`src/verilog/cmmaio_consts.vh`:
```
// cmmaio_consts.vh: constants of the axis i/o supervisor
// assumes a 250 MHz pclk and a 32-bit apb register bus
`ifndef CMMAIO_CONSTS_VH
`define CMMAIO_CONSTS_VH
// ****************************************
// timing
// ****************************************
`define CMMAIO_CLK_PS 4000
`define CMMAIO_EDGE_NS 50
`define CMMAIO_EDGE_CYC ((`CMMAIO_EDGE_NS * 1000) / `CMMAIO_CLK_PS)
`define CMMAIO_HIZ_NS 1000
`define CMMAIO_HIZ_CYC ((`CMMAIO_HIZ_NS * 1000) / `CMMAIO_CLK_PS)
`define CMMAIO_MA_HALF 10
`define CMMAIO_BISS_WAIT 64
// ****************************************
// register offsets
// ****************************************
`define CMMAIO_A_CTRL 8'h00
`define CMMAIO_A_LIMINV 8'h04
`define CMMAIO_A_GPOUT 8'h08
`define CMMAIO_A_FAULT 8'h0C
`define CMMAIO_A_INPUT 8'h10
`define CMMAIO_A_ENC 8'h14
`define CMMAIO_A_BISS 8'h18
`define CMMAIO_A_POS 8'h20
// ****************************************
// control fields
// ****************************************
`define CMMAIO_C_SERVO 0
`define CMMAIO_C_BRKINV 1
`define CMMAIO_C_DDINV 2
`define CMMAIO_C_AIRINV 3
`define CMMAIO_C_CRINV 4
`define CMMAIO_C_SOL 5
`define CMMAIO_C_ABS 11:8
`define CMMAIO_C_LSEL 15:12
`define CMMAIO_CTRL_RST 16'h0000
// fault bits
`define CMMAIO_F_CRASH 0
`define CMMAIO_F_AIR 1
`define CMMAIO_F_OUTER 2
// per-port encoder status bits
`define CMMAIO_E_ILL 2
`define CMMAIO_E_BFAIL 6
`endif

```
`src/verilog/cmmaio_supervisor.v`:
```
// cmmaio_supervisor.v: axis-side encoder and machine i/o supervisor, apb slave
// assumes pins arrive asynchronous to pclk; all are passed through two flops
//
// Summary of operation
// - encoder ports count quadrature edges 50 ns apart, 20 million counts/s
// - undriven a or b pair is reported as an encoder fault
// - readhead error input flags an encoder fault while asserted
// - four ports; absolute mode drives biss clock, reads data line
// - two active-low readhead limits; one shares the error line, selectable
// - machine inputs active when low, inactive when high or open
// - brake release outputs follow servo engagement
// - brake output polarity selectable, active low by default
// - active-low air solenoid output engages the solenoid
// - six general inputs and seven general outputs under software
// - drive disconnect suppresses servo drive, resumes from current position
// - drive disconnect polarity invertible by software
// - low air pressure raises a fatal fault removing motor power
// - crash sensor raises a fatal fault removing motor power
// - inner and outer limits per axis, each polarity selectable
// - inner limit stops all axes, then backs the axis off
// - outer limit removes servo power at once
// - outer limit fault cannot clear while its input stays active
//
// The placing of the registers and the APB register port were decided locally.
`include "cmmaio_consts.vh"
`default_nettype none
module cmmaio_supervisor #(
    parameter NPORT = 4,
    parameter POS_W = 32
) (
    input wire pclk,
    input wire presetn,
    input wire psel,
    input wire penable,
    input wire pwrite,
    input wire [7:0] paddr,
    input wire [31:0] pwdata,
    output reg [31:0] prdata,
    output reg pready,
    output reg pslverr,
    input wire [3:0] enc_a_p,
    input wire [3:0] enc_a_n,
    input wire [3:0] enc_b_p_i,
    input wire [3:0] enc_b_n_i,
    output reg [3:0] enc_b_p_o,
    output reg [3:0] enc_b_n_o,
    output reg [3:0] enc_b_oe,
    input wire [3:0] enc_err_p,
    input wire [3:0] enc_err_n,
    input wire [3:0] enc_lim_q_n,
    input wire [5:0] gp_in_n,
    input wire drive_disconnect_input,
    input wire low_air_in,
    input wire crash_in,
    input wire [3:0] outer_pos_in,
    input wire [3:0] outer_neg_in,
    input wire [3:0] inner_pos_in,
    input wire [3:0] inner_neg_in,
    output reg [3:0] brake_out,
    output reg air_sol_n,
    output reg [6:0] gp_out,
    output reg amp_enable_n,
    output reg decel_all,
    output reg backoff_trig,
    output reg [1:0] backoff_axis,
    output reg backoff_dir,
    output reg drive_suppress,
    output reg resync_pos
);
// ****************************************
// input synchronisers
// ****************************************
localparam SW = 53;
wire [SW-1:0] raw = {enc_a_p, enc_a_n, enc_b_p_i, enc_b_n_i, enc_err_p, enc_err_n, enc_lim_q_n,
                     gp_in_n, drive_disconnect_input, low_air_in, crash_in,
                     outer_pos_in, outer_neg_in, inner_pos_in, inner_neg_in};
reg [SW-1:0] s1_r, s2_r;
always @(posedge pclk or negedge presetn) begin
    if (!presetn) begin
        s1_r <= {SW{1'b1}};
        s2_r <= {SW{1'b1}};
    end else begin
        s1_r <= raw;
        s2_r <= s1_r;
    end
end
wire [3:0] ap = s2_r[52:49];
wire [3:0] an = s2_r[48:45];
wire [3:0] bp = s2_r[44:41];
wire [3:0] bn = s2_r[40:37];
wire [3:0] ep = s2_r[36:33];
wire [3:0] en = s2_r[32:29];
wire [3:0] lq = s2_r[28:25];
wire [5:0] gpi = ~s2_r[24:19];
wire dd_raw = s2_r[18];
wire air_raw = s2_r[17];
wire crash_raw = s2_r[16];
wire [15:0] lim_raw = s2_r[15:0];
// ****************************************
// registers
// ****************************************
reg [15:0] ctrl_r;
reg [15:0] liminv_r;
reg [6:0] gpo_r;
reg [2:0] fatal_r;
reg [3:0] ill_st_r, bfail_st_r;
reg [3:0] bstart_r;
wire [3:0] abs_m = ctrl_r[`CMMAIO_C_ABS];
wire [3:0] lsel = ctrl_r[`CMMAIO_C_LSEL];
// ****************************************
// machine input decode
// ****************************************
// raw pins idle high through pull-ups; invert bit selects active high
wire dd_act = ~dd_raw ^ ctrl_r[`CMMAIO_C_DDINV];
wire air_act = ~air_raw ^ ctrl_r[`CMMAIO_C_AIRINV];
wire crash_act = ~crash_raw ^ ctrl_r[`CMMAIO_C_CRINV];
wire [15:0] lim_act = ~lim_raw ^ liminv_r;
wire [3:0] outer_p = lim_act[15:12];
wire [3:0] outer_n = lim_act[11:8];
wire [3:0] inner_p = lim_act[7:4];
wire [3:0] inner_n = lim_act[3:0];
wire outer_any = |(outer_p | outer_n);
wire [3:0] inner_ax = inner_p | inner_n;
wire [2:0] cause = {outer_any, air_act, crash_act};
// drive disconnected: the input reads active when the drives are clutched
wire unclutched = ~dd_act;
wire servo_on = ctrl_r[`CMMAIO_C_SERVO] & ~|fatal_r & ~|cause & ~unclutched;
// ****************************************
// encoder ports
// ****************************************
wire [POS_W-1:0] pos_w [0:NPORT-1];
wire [3:0] hiz_w, ill_w, ma_w, busy_w, fail_w;
// readhead error is low-true differential; on a limit-use port the line is limit p
wire [3:0] err_act = ~ep & en & ~lsel;
wire [3:0] limp_act = ~ep & lsel;
wire [3:0] limq_act = ~lq;
wire [3:0] enc_fault = hiz_w | err_act;
genvar g;
generate
    for (g = 0; g < NPORT; g = g + 1) begin : chan
        cmmaio_enc_chan #(
            .POS_W(POS_W)
        ) u_chan (
            .pclk(pclk),
            .presetn(presetn),
            .abs_mode(abs_m[g]),
            .a_p(ap[g]),
            .a_n(an[g]),
            .b_p(bp[g]),
            .b_n(bn[g]),
            .start(bstart_r[g]),
            .pos_r(pos_w[g]),
            .hiz_r(hiz_w[g]),
            .ill_r(ill_w[g]),
            .ma_r(ma_w[g]),
            .busy_r(busy_w[g]),
            .fail_r(fail_w[g])
        );
    end
endgenerate
// ****************************************
// apb slave
// ****************************************
// zero-wait slave: read data is built in the setup cycle
wire setup = psel & ~penable;
wire wr_go = psel & penable & pready & pwrite;
wire [31:0] w = pwdata;
wire pos_sel = (paddr[7:4] == 4'h2);
wire [1:0] pidx = paddr[3:2];
reg [31:0] rd_nxt;
reg hit_nxt;
always @* begin
    rd_nxt = 32'h0000_0000;
    hit_nxt = 1'b1;
    if (pos_sel && paddr[1:0] == 2'b00) begin
        rd_nxt = pos_w[pidx];
    end else begin
        case (paddr)
            `CMMAIO_A_CTRL: rd_nxt = {16'h0000, ctrl_r};
            `CMMAIO_A_LIMINV: rd_nxt = {16'h0000, liminv_r};
            `CMMAIO_A_GPOUT: rd_nxt = {25'h0000000, gpo_r};
            `CMMAIO_A_FAULT: rd_nxt = {22'h000000, unclutched, servo_on, 5'h00, fatal_r};
            `CMMAIO_A_INPUT: rd_nxt = {lim_act, 10'h000, gpi};
            `CMMAIO_A_ENC: rd_nxt = {bfail_st_r, busy_w, limq_act, limp_act,
                                     err_act, ill_st_r, enc_fault, hiz_w};
            `CMMAIO_A_BISS: rd_nxt = {28'h0000000, busy_w};
            default: hit_nxt = 1'b0;
        endcase
    end
end
always @(posedge pclk or negedge presetn) begin
    if (!presetn) begin
        prdata <= 32'h0000_0000;
        pready <= 1'b0;
        pslverr <= 1'b0;
    end else begin
        pready <= 1'b1;
        if (setup) begin
            prdata <= pwrite ? 32'h0000_0000 : rd_nxt;
            pslverr <= ~hit_nxt | (pwrite & pos_sel);
        end
    end
end
// ****************************************
// control registers and sticky status
// ****************************************
wire wr_ctrl = wr_go & (paddr == `CMMAIO_A_CTRL);
wire wr_fault = wr_go & (paddr == `CMMAIO_A_FAULT);
wire wr_enc = wr_go & (paddr == `CMMAIO_A_ENC);
wire [2:0] fclr = wr_fault ? w[2:0] : 3'h0;
always @(posedge pclk or negedge presetn) begin
    if (!presetn) begin
        ctrl_r <= `CMMAIO_CTRL_RST;
        liminv_r <= 16'h0000;
        gpo_r <= 7'h00;
        fatal_r <= 3'h0;
        ill_st_r <= 4'h0;
        bfail_st_r <= 4'h0;
        bstart_r <= 4'h0;
    end else begin
        bstart_r <= 4'h0;
        if (wr_ctrl)
            ctrl_r <= w[15:0];
        if (wr_go && paddr == `CMMAIO_A_LIMINV)
            liminv_r <= w[15:0];
        if (wr_go && paddr == `CMMAIO_A_GPOUT)
            gpo_r <= w[6:0];
        if (wr_go && paddr == `CMMAIO_A_BISS)
            bstart_r <= w[3:0];
        // a clear only lands once the cause is gone; an active cause re-sets
        fatal_r <= (fatal_r & ~(fclr & ~cause)) | cause;
        // set wins over a same-cycle clear
        ill_st_r <= (ill_st_r & ~(wr_enc ? w[11:8] : 4'h0)) | ill_w;
        bfail_st_r <= (bfail_st_r & ~(wr_enc ? w[31:28] : 4'h0)) | fail_w;
    end
end
// outer bit of fatal_r stays set while outer_any holds, so the switch must be left first
// ****************************************
// machine outputs
// ****************************************
reg [3:0] inner_d_r;
reg unclutch_d_r;
wire [3:0] inner_new = inner_ax & ~inner_d_r;
reg [1:0] ax_nxt;
integer i;
always @* begin
    ax_nxt = 2'b00;
    for (i = NPORT - 1; i >= 0; i = i - 1) begin
        if (inner_new[i])
            ax_nxt = i[1:0];
    end
end
always @(posedge pclk or negedge presetn) begin
    if (!presetn) begin
        inner_d_r <= 4'h0;
        unclutch_d_r <= 1'b0;
        enc_b_p_o <= 4'h0;
        enc_b_n_o <= 4'h0;
        enc_b_oe <= 4'h0;
        brake_out <= 4'hF;
        air_sol_n <= 1'b1;
        gp_out <= 7'h00;
        amp_enable_n <= 1'b1;
        decel_all <= 1'b0;
        backoff_trig <= 1'b0;
        backoff_axis <= 2'b00;
        backoff_dir <= 1'b0;
        drive_suppress <= 1'b0;
        resync_pos <= 1'b0;
    end else begin
        inner_d_r <= inner_ax;
        unclutch_d_r <= unclutched;
        // b pair turns into the biss clock output in absolute mode
        enc_b_p_o <= ma_w;
        enc_b_n_o <= ~ma_w;
        enc_b_oe <= abs_m;
        brake_out <= {4{servo_on ~^ ctrl_r[`CMMAIO_C_BRKINV]}};
        air_sol_n <= ~ctrl_r[`CMMAIO_C_SOL];
        gp_out <= gpo_r;
        amp_enable_n <= ~servo_on;
        drive_suppress <= unclutched;
        resync_pos <= unclutch_d_r & ~unclutched;
        decel_all <= |inner_ax;
        backoff_trig <= |inner_new;
        if (|inner_new) begin
            backoff_axis <= ax_nxt;
            // back off away from the switch that tripped
            backoff_dir <= ~inner_p[ax_nxt];
        end
    end
end
endmodule
`default_nettype wire

```
`src/verilog/cmmaio_enc_chan.v`:
```
// cmmaio_enc_chan.v: one encoder port, quadrature counter or biss master
// assumes inputs already synchronised to pclk
`include "cmmaio_consts.vh"
`default_nettype none
module cmmaio_enc_chan #(
    parameter POS_W = 32
) (
    input wire pclk,
    input wire presetn,
    input wire abs_mode,
    input wire a_p,
    input wire a_n,
    input wire b_p,
    input wire b_n,
    input wire start,
    output reg [POS_W-1:0] pos_r,
    output reg hiz_r,
    output reg ill_r,
    output reg ma_r,
    output reg busy_r,
    output reg fail_r
);
// ****************************************
// quadrature
// ****************************************
localparam [7:0] POS_N = POS_W;
wire a = a_p & ~a_n;
wire b = b_p & ~b_n;
wire bad = (a_p == a_n) | (~abs_mode & (b_p == b_n));
reg pa_r, pb_r;
reg [9:0] hcnt_r;
reg [7:0] bcnt_r, div_r;
reg ack_r, run_r;
reg [POS_W-1:0] sh_r;
always @(posedge pclk or negedge presetn) begin
    if (!presetn) begin
        pa_r <= 1'b0;
        pb_r <= 1'b0;
        hcnt_r <= 10'h000;
        hiz_r <= 1'b0;
        ill_r <= 1'b0;
        pos_r <= {POS_W{1'b0}};
        ma_r <= 1'b1;
        busy_r <= 1'b0;
        fail_r <= 1'b0;
        bcnt_r <= 8'h00;
        div_r <= 8'h00;
        ack_r <= 1'b0;
        run_r <= 1'b0;
        sh_r <= {POS_W{1'b0}};
    end else begin
        pa_r <= a;
        pb_r <= b;
        ill_r <= 1'b0;
        fail_r <= 1'b0;
        // undriven pair reads as equal halves; filter glitches on edges
        if (!bad)
            hcnt_r <= 10'h000;
        else if (hcnt_r != `CMMAIO_HIZ_CYC)
            hcnt_r <= hcnt_r + 10'h001;
        hiz_r <= (hcnt_r == `CMMAIO_HIZ_CYC);
        if (!abs_mode && (a != pa_r) && (b != pb_r))
            ill_r <= 1'b1;
        else if (!abs_mode && ((a != pa_r) || (b != pb_r))) begin
            if (pa_r ^ b)
                pos_r <= pos_r - {{(POS_W-1){1'b0}}, 1'b1};
            else
                pos_r <= pos_r + {{(POS_W-1){1'b0}}, 1'b1};
        end
        // biss: ack low, start high, then POS_W data bits msb first
        if (!busy_r) begin
            ma_r <= 1'b1;
            if (start && abs_mode) begin
                busy_r <= 1'b1;
                bcnt_r <= 8'h00;
                div_r <= 8'h00;
                ack_r <= 1'b0;
                run_r <= 1'b0;
            end
        end else if (div_r != `CMMAIO_MA_HALF) begin
            div_r <= div_r + 8'h01;
        end else begin
            div_r <= 8'h00;
            ma_r <= ~ma_r;
            if (!ma_r) begin
                bcnt_r <= bcnt_r + 8'h01;
                if (run_r) begin
                    sh_r <= {sh_r[POS_W-2:0], a};
                    if (bcnt_r == POS_N) begin
                        pos_r <= {sh_r[POS_W-2:0], a};
                        busy_r <= 1'b0;
                    end
                end else if (!a) begin
                    ack_r <= 1'b1;
                end else if (ack_r) begin
                    run_r <= 1'b1;
                    bcnt_r <= 8'h01;
                end
                if (!run_r && bcnt_r == `CMMAIO_BISS_WAIT) begin
                    busy_r <= 1'b0;
                    fail_r <= 1'b1;
                end
            end
        end
    end
end
endmodule
`default_nettype wire

```
`config.mk`:
```
export PLATFORM = sky130hd
export DESIGN_NAME = cmmaio_supervisor
export DESIGN_NICKNAME = d
export VERILOG_FILES = /design/src/verilog/cmmaio_supervisor.v /design/src/verilog/cmmaio_enc_chan.v
export VERILOG_INCLUDE_DIRS = /design/src /design/src/verilog
export SDC_FILE = /design/constraint.sdc
export NUM_CORES = 1
export LEC_CHECK = 0
export BUFFER_PORTS_ARGS = -buffer_cell sky130_fd_sc_hd__buf_2
export CAP_MARGIN = 20
export CORE_UTILIZATION = 25
export DETAILED_ROUTE_END_ITERATION = 7
export PLACE_DENSITY = 0.5
export SYNTH_ARGS = -nofsm -noshare
export SYNTH_HDL_FRONTEND = slang
export SYNTH_SLANG_ARGS = --single-unit
```
`constraint.sdc`:
```
create_clock -name pclk -period 4.5 [get_ports pclk]
set_input_delay 0.675 -clock pclk [delete_from_list [all_inputs] [get_ports pclk]]
set_output_delay 0.675 -clock pclk [all_outputs]
set_load 0.02 [all_outputs]
```
# [Word level (Yosys, flattened, before mapping)]
# Cells that the tools add are included.
[word_totals] ff_bits=619 inputBits=98 out_inout_bits=66 elab_cells=520
[op_classes] add_sub_neg=20 n_lt_le_gt_ge=2 n_eq_ne=63 muxes=198 n_bitwise=93 n_reduce_logical=62
[op_table] operator="$mux 32" n=36
[op_table] operator="$mux 8" n=36
[op_table] operator="$pmux 32 s7" n=1
[op_table] operator="$add 32x1->32 const B" n=4
[op_table] operator="$sub 32x1->32 const B" n=4
[op_table] operator="$mux 1" n=107
[op_table] operator="$mux 10" n=8
[op_table] operator="$add 8x1->8 const B" n=8
[op_table] operator="$bmux 32 s2" n=1
[op_table] operator="$add 10x1->10 const B" n=4
[op_table] operator="$eq 10x8->1 const B" n=4
[op_table] operator="$ne 10x8->1 const B" n=4
[op_table] operator="$ne 2x2->1 const B" n=20
[op_table] operator="$eq 8x6->1 const B" n=4
[op_table] operator="$eq 8x7->1 const B" n=4
[op_table] operator="$ne 8x4->1 const B" n=4
[op_table] operator="$not 1->1" n=29
[op_table] operator="$not 4->4" n=7
[op_table] operator="$and 1x1->1" n=24
[op_table] operator="$and 4x4->4" n=6
[op_table] operator="$eq 8x5->1 const B" n=3
[op_table] operator="$logic_and 1x1->1" n=24
[op_table] operator="$or 4x4->4" n=5
[op_table] operator="$reduce_and 5->1" n=4
[op_table] operator="other kinds (32)" n=87

# [Longest topological paths before layout]
[depth] ltp_word=12 ltp_mapped=14 depth_no_buf=14

# [Modules after synthesis]
# A second synthesis with hierarchy kept.
[hier_totals] hier_cells=3338 area_unflattened_um2=33255.6
[by_module_without_submodules] module="cmmaio_enc_chan at chan[0].u_chan ..." n_inst=2 cells_each=652 area_per_inst_um2=6000.8 seq_area_each_um2=2453.6
[by_module_without_submodules] module="cmmaio_supervisor" n_inst=1 cells_each=684 area_per_inst_um2=9261.4 seq_area_each_um2=5816.8
[by_module_without_submodules] module="cmmaio_enc_chan at chan[2].u_chan" n_inst=1 cells_each=712 area_per_inst_um2=6018.3 seq_area_each_um2=2453.6
[by_module_without_submodules] module="cmmaio_enc_chan at chan[3].u_chan" n_inst=1 cells_each=638 area_per_inst_um2=5974.5 seq_area_each_um2=2453.6

# [Least setup slack after synthesis]
# No wires, ideal clock.
[synth_path] path_kind="register to register" startpoint="register s2_r[37]" endpoint="register chan[0].u_chan.pos_r[31]" setup_time_ns=0.082 arrival_ns=4.867 t_required_ns=4.418 path_slack_ns=-0.449 path_stages_with_launch=14 n_path_buf=0 synth_period_minus_slack_ns=4.949 cell_sequence="dfstp_2 -> inv_1 -> ha_1 -> xor2_1 -> ha_1 -> a21o_1 -> a221o_1 -> a21oi_1 -> a2111oi_2 -> o311a_1 -> o41a_1 -> xnor2_1 -> or3_1 -> a31oi_1"
[synth_between] elab_chain_len=12 elab_cells_between_ends=15 classes_between="eq/ne: 1; mux: 8; bitwise: 3; reduce/logical: 3"
[synth_lines] element="start, declared" line_no="cmmaio_supervisor.v:77" source="reg [SW-1:0] s1_r, s2_r;"
[synth_lines] element="start signal, assigned" line_no="cmmaio_supervisor.v:81" source="s2_r <= {SW{1'b1}};"
[synth_lines] element="start signal, assigned" line_no="cmmaio_supervisor.v:84" source="s2_r <= s1_r;"
[synth_lines] element="$not 1->1 *" line_no="cmmaio_enc_chan.v:28" source="wire b = b_p & ~b_n;"
[synth_lines] element="$and 1x1->1 *" line_no="cmmaio_enc_chan.v:28"
[synth_lines] element="via chan[0].u_chan.b" line_no="cmmaio_enc_chan.v:28"
[synth_lines] element="$ne 1x1->1" line_no="cmmaio_enc_chan.v:62, cmmaio_enc_chan.v:64"
[synth_lines] element="$logic_or 1x1->1" line_no="cmmaio_enc_chan.v:64" source="else if (!abs_mode && ((a != pa_r) || (b != pb_r))) begin"
[synth_lines] element="$logic_and 1x1->1" line_no="cmmaio_enc_chan.v:64"
[synth_lines] element="$mux 32" line_no="cmmaio_enc_chan.v:64"
[synth_lines] element="$mux 32 *" line_no="cmmaio_enc_chan.v:62" source="if (!abs_mode && (a != pa_r) && (b != pb_r))"
[synth_lines] element="$mux 32" line_no="cmmaio_enc_chan.v:89" source="if (bcnt_r == POS_N) begin"
[synth_lines] element="$mux 32" line_no="cmmaio_enc_chan.v:87" source="if (run_r) begin"
[synth_lines] element="$mux 32" line_no="cmmaio_enc_chan.v:85" source="if (!ma_r) begin"
[synth_lines] element="$mux 32" line_no="cmmaio_enc_chan.v:80" source="end else if (div_r != `CMMAIO_MA_HALF) begin"
[synth_lines] element="$mux 32 *" line_no="cmmaio_enc_chan.v:71" source="if (!busy_r) begin"
[synth_lines] element="end signal, assigned" line_no="cmmaio_enc_chan.v:66" source="pos_r <= pos_r - {{(POS_W-1){1'b0}}, 1'b1};"
[synth_lines] element="end signal, assigned" line_no="cmmaio_enc_chan.v:68" source="pos_r <= pos_r + {{(POS_W-1){1'b0}}, 1'b1};"
[synth_lines] element="end signal, assigned" line_no="cmmaio_enc_chan.v:90" source="pos_r <= {sh_r[POS_W-2:0], a};"
[synth_lines] element="end, declared" line_no="cmmaio_enc_chan.v:16" source="output reg [POS_W-1:0] pos_r,"
# Mark *: on every way through the listed nets, which the timed path passes. The rest lies on a longest branch.
# A chain may end at the register's enable or synchronous reset.

# [Final worst setup path]
[layout_path] startpoint="register s2_r[39]" endpoint="register chan[2].u_chan.pos_r[28]"
[layout_between] elab_chain_len=12 elab_cells_between_ends=15 classes_between="eq/ne: 1; mux: 8; bitwise: 3; reduce/logical: 3"
[layout_lines] element="$not 1->1 *" line_no="cmmaio_enc_chan.v:28"
[layout_lines] element="$and 1x1->1 *" line_no="cmmaio_enc_chan.v:28"
[layout_lines] element="via chan[2].u_chan.b" line_no="cmmaio_enc_chan.v:28"
[layout_lines] element="$ne 1x1->1" line_no="cmmaio_enc_chan.v:62, cmmaio_enc_chan.v:64"
[layout_lines] element="$logic_or 1x1->1" line_no="cmmaio_enc_chan.v:64"
[layout_lines] element="$logic_and 1x1->1" line_no="cmmaio_enc_chan.v:64"
[layout_lines] element="$mux 32" line_no="cmmaio_enc_chan.v:64"
[layout_lines] element="$mux 32 *" line_no="cmmaio_enc_chan.v:62"
[layout_lines] element="$mux 32" line_no="cmmaio_enc_chan.v:89"
[layout_lines] element="$mux 32" line_no="cmmaio_enc_chan.v:87"
[layout_lines] element="$mux 32" line_no="cmmaio_enc_chan.v:85"
[layout_lines] element="$mux 32" line_no="cmmaio_enc_chan.v:80"
[layout_lines] element="$mux 32 *" line_no="cmmaio_enc_chan.v:71"
[layout_lines] element="end signal, assigned" line_no="cmmaio_enc_chan.v:66"
[layout_lines] element="end signal, assigned" line_no="cmmaio_enc_chan.v:68"
[layout_lines] element="end signal, assigned" line_no="cmmaio_enc_chan.v:90"
[layout_lines] element="end, declared" line_no="cmmaio_enc_chan.v:16"
# Marked as above.

==> impl_metrics.toml <==
[placed_design]
finalWeightedCongestion = 0.8947
port_buffers = 151
hpwl_um = 69380

[critical_path]
crit_path_end_kind = "register"
reg2reg_to = "chan[2].u_chan.pos_r[28]$_DFF_PN0_"
critPathArrivalTime_ns = 4.74
r2r_cells = 14
path_buf_inv = 2
crit_path_start_kind = "register"
worstPathMaxFanout = 20
criticalPathCategory = "register to register"
endpoint = "chan[2].u_chan.pos_r[28]$_DFF_PN0_"
critPathMaxStageDelay_ns = 0.55
crit_chain = "inv_1, ha_1, xor2_2, buf_4, ha_1, nor2b_1, o31a_1, a21oi_1, a211o_1, o31ai_1, a31oi_1, o31ai_1, xnor2_1, o22ai_1"
worst_ep_required_time_ns = 5.04
crit_path_top_delay_cell = "o31ai_1"
r2r_start = "s2_r[39]$_DFF_PN1_"
reg2reg_slack_ns = 0.29
crit_start = "s2_r[39]$_DFF_PN1_"
cp.depth = 14
critPathTopFamily = "compound AO/OA/AOI/OAI gates"

[layout]
fill_cells = 13510
drive_gt1_frac = 0.2004
nNetsFinal = 3609
areaGrowthSynthToFinish_pct = 17.78

[synth]
yosysTopAreaCell = "dfrtp_1"
synth.most_common_cell = "dfrtp_1"
syn-mean-instance-area_um2 = 10.23
yosys.area.top_type_share = 0.3901
syn_area_um2 = 32450
synth_flop_cell = "dfrtp_1"
yosysWarnings = 0
async_flop_share = 1.000
ys_types = 90
ys_top_cells_by_area = "dfrtp_1 39%, dfstp_2 9.1%, ha_1 6.3%"
synth_enable_flop_cells = 0
synthCells = 3174
yosysSeqAreaShare = 0.4816
ys_ff_latch = 619
synth_nets = 3440
ys_top_cells_by_count = "506 x dfrtp_1, 321 x nand2_1, 271 x nor2_1"

[floorplanning]
start_util = 0.2532
die_y_um = 362.3
rows = 131
die_area_um2 = 131300
ios = 164
die_w_um = 362.3
coreArea_um2 = 128200

[detailed_routing]
drt_iter0_markers = 1533
wl_per_cell_um = 18.49
vias = 24637
dr.pass1.iters = 5
totalWireLength_um = 95060
vias_per_cell = 4.793
remaining_drc_errors = 0
ant_nets = 0

[sta]
min_period_over_period = 0.9350
finalSetupViolations = 0
worst_pin_slew_ns = 1.032
max_freq_mhz = 237.7
slew_viol_final = 0
min_period_ns = 4.208
slew_headroom = 0.3114
finalHoldViolations = 0
setup_tns_ns = 0
grt_setup_unrepaired = "no"
fin_skew_ns = 0.04184

[global_route]
grt_pass1_wl_um = 147100
grt_antenna_before_repair = 8
grt_usage = 0.1446
grt_pass1_vias = 24211
grt_overflow = 0
grt_max_degree = 103

[cts]
clock_latency_ns = 0.67
cts_sinks = 619
clockRootBuffer = "clkbuf_16"
cts_tree = "yes"
ctsHoldBuffers = 0
post_cts_buffers = 0
path_clk_slew_ns = 0.06
clockBufferDepth = 3
cts-htree-levels = 3
cts_resized = 0
numCtsBuffers = 78

[power]
power-per-cell-area_nw_per_um2 = 543.5
ir_drop_uv = 258.8
totalPowerFinal_mw = 20.77
p_leak_nw = 17.50

[hold_path]
hold_class = "primary input to register"

[status]
status = "completed"

[job]
drv_cap = 0
==> cells in the final DEF, fill, tap and decap left out, types with 16 or more instances in the layout <==
master     instances
a211oi_1          26
a21o_1            76
a21oi_1          229
a221oi_1          22
a31oi_1           51
and2_1            24
and3_1            60
buf_2            150
buf_4             48
clkbuf_16         81
clkbuf_8          21
dfrtp_1          506
dfstp_2          113
ha_1             164
inv_1             93
mux2_2           166
mux4_2            31
nand2_1          320
nand2b_1          21
nand3_1          100
nand4_1           20
nor2_1           270
nor2b_1           18
nor3_1            57
o21a_1            17
o21ai_0          242
o21bai_1          16
o31ai_1           18
or3_1             19
xnor2_1           87
xor2_1            75
==> worst min-delay path by stage <==
stage | slack, ns | endpoint | from | cells after the start
2_1_floorplan | 0.35 | s2_r[0]$_DFF_PN1_ | s1_r[0]$_DFF_PN1_ | 0
3_3_place_gp | 0.35 | s2_r[38]$_DFF_PN1_ | s1_r[38]$_DFF_PN1_ | 0
3_5_place_dp | 0.35 | s2_r[43]$_DFF_PN1_ | s1_r[43]$_DFF_PN1_ | 0
4_1_cts | 0.04 | s1_r[46]$_DFF_PN1_ | enc_a_n[1] | 1
5_1_grt | 0.05 | s1_r[22]$_DFF_PN1_ | gp_in_n[3] | 1
6_report | 0.1 | s1_r[24]$_DFF_PN1_ | gp_in_n[5] | 1
==> logic make-up (layout without fill, tap and decap cells) <==
kind of cell               count (synthesis)  count (layout)  share of synthesized area
AOI/OAI and AO/OA                        812             812                     0.1561
xor gates and xnor gates                 166             166                    0.04480
adders and majority gates                168             168                    0.06569
buffers and inverters                    212             446                    0.02494
DFF                                      619             619                     0.4816
muxes                                    205             205                    0.08208
other                                      1               4                  0.0001155
and+or+nand+nor                          991             991                     0.1446
==> area by class of cell <==
type,instances,area (um2),area share
Multi-Input combinational cell,2343,16090,0.4208
Sequential cell,619,15630,0.4089
Clock buffer,117,2372,0.06206
Tap cell,1729,2163,0.05659
Timing Repair Buffer,208,1306,0.03417
Inverter,93,349.1,0.009132
Clock inverter,28,309.0,0.008085
Antenna cell,3,7.507,0.0001964
==> metrics by stage <==
| step | instance area (um2) | hold WS [ns] | std cells | util | worst slack, ns |
|---|---|---|---|---|---|
| 2_1_floorplan | 32480 | 0.3452 | 3174 | - | 0.1800 |
| 3_3_place_gp | 35540 | 0.3456 | 4992 | 0.2773 | 0.3377 |
| 3_5_place_dp | 35540 | 0.3468 | 4992 | 0.2773 | 0.2976 |
| 4_1_cts | 38220 | 0.03809 | 5137 | 0.2982 | 0.2947 |
| 5_1_grt | 38220 | 0.05356 | 5137 | 0.2982 | 0.02572 |
| 6_report | 38230 | 0.09667 | 5140 | 0.2982 | 0.2923 |
==> sequential cells by signal, summed over array words and instances (netlist names), 32 cells and up <==
name                flops
chan.u_chan.pos_r     128
chan.u_chan.sh_r      124
s1_r                   53
s2_r                   53
chan.u_chan.hcnt_r     40
chan.u_chan.bcnt_r     32
chan.u_chan.div_r      32
prdata                 32
==> power by group <==
part           internal, mW  switching (mW)  leakage [nW]  total (mW)
Sequential             6.33            1.09          7.91        7.42
Clock                  3.85            2.61          1.30        6.46
Combinational          3.05            3.85          8.29        6.90
Total                  13.2            7.55          17.5        20.8
==> routing by layer <==
metal / wire length, um / vias up / global-route usage
met4: 3093 / 4 / 0.04981
met2: 42620 / 528 / 0.2259
li1: - / 11830 / -
met5: 15 / - / 0
met3: 5096 / 145 / 0.02825
met1: 44240 / 12130 / 0.1986
Power figures use the tool's default switching activity.
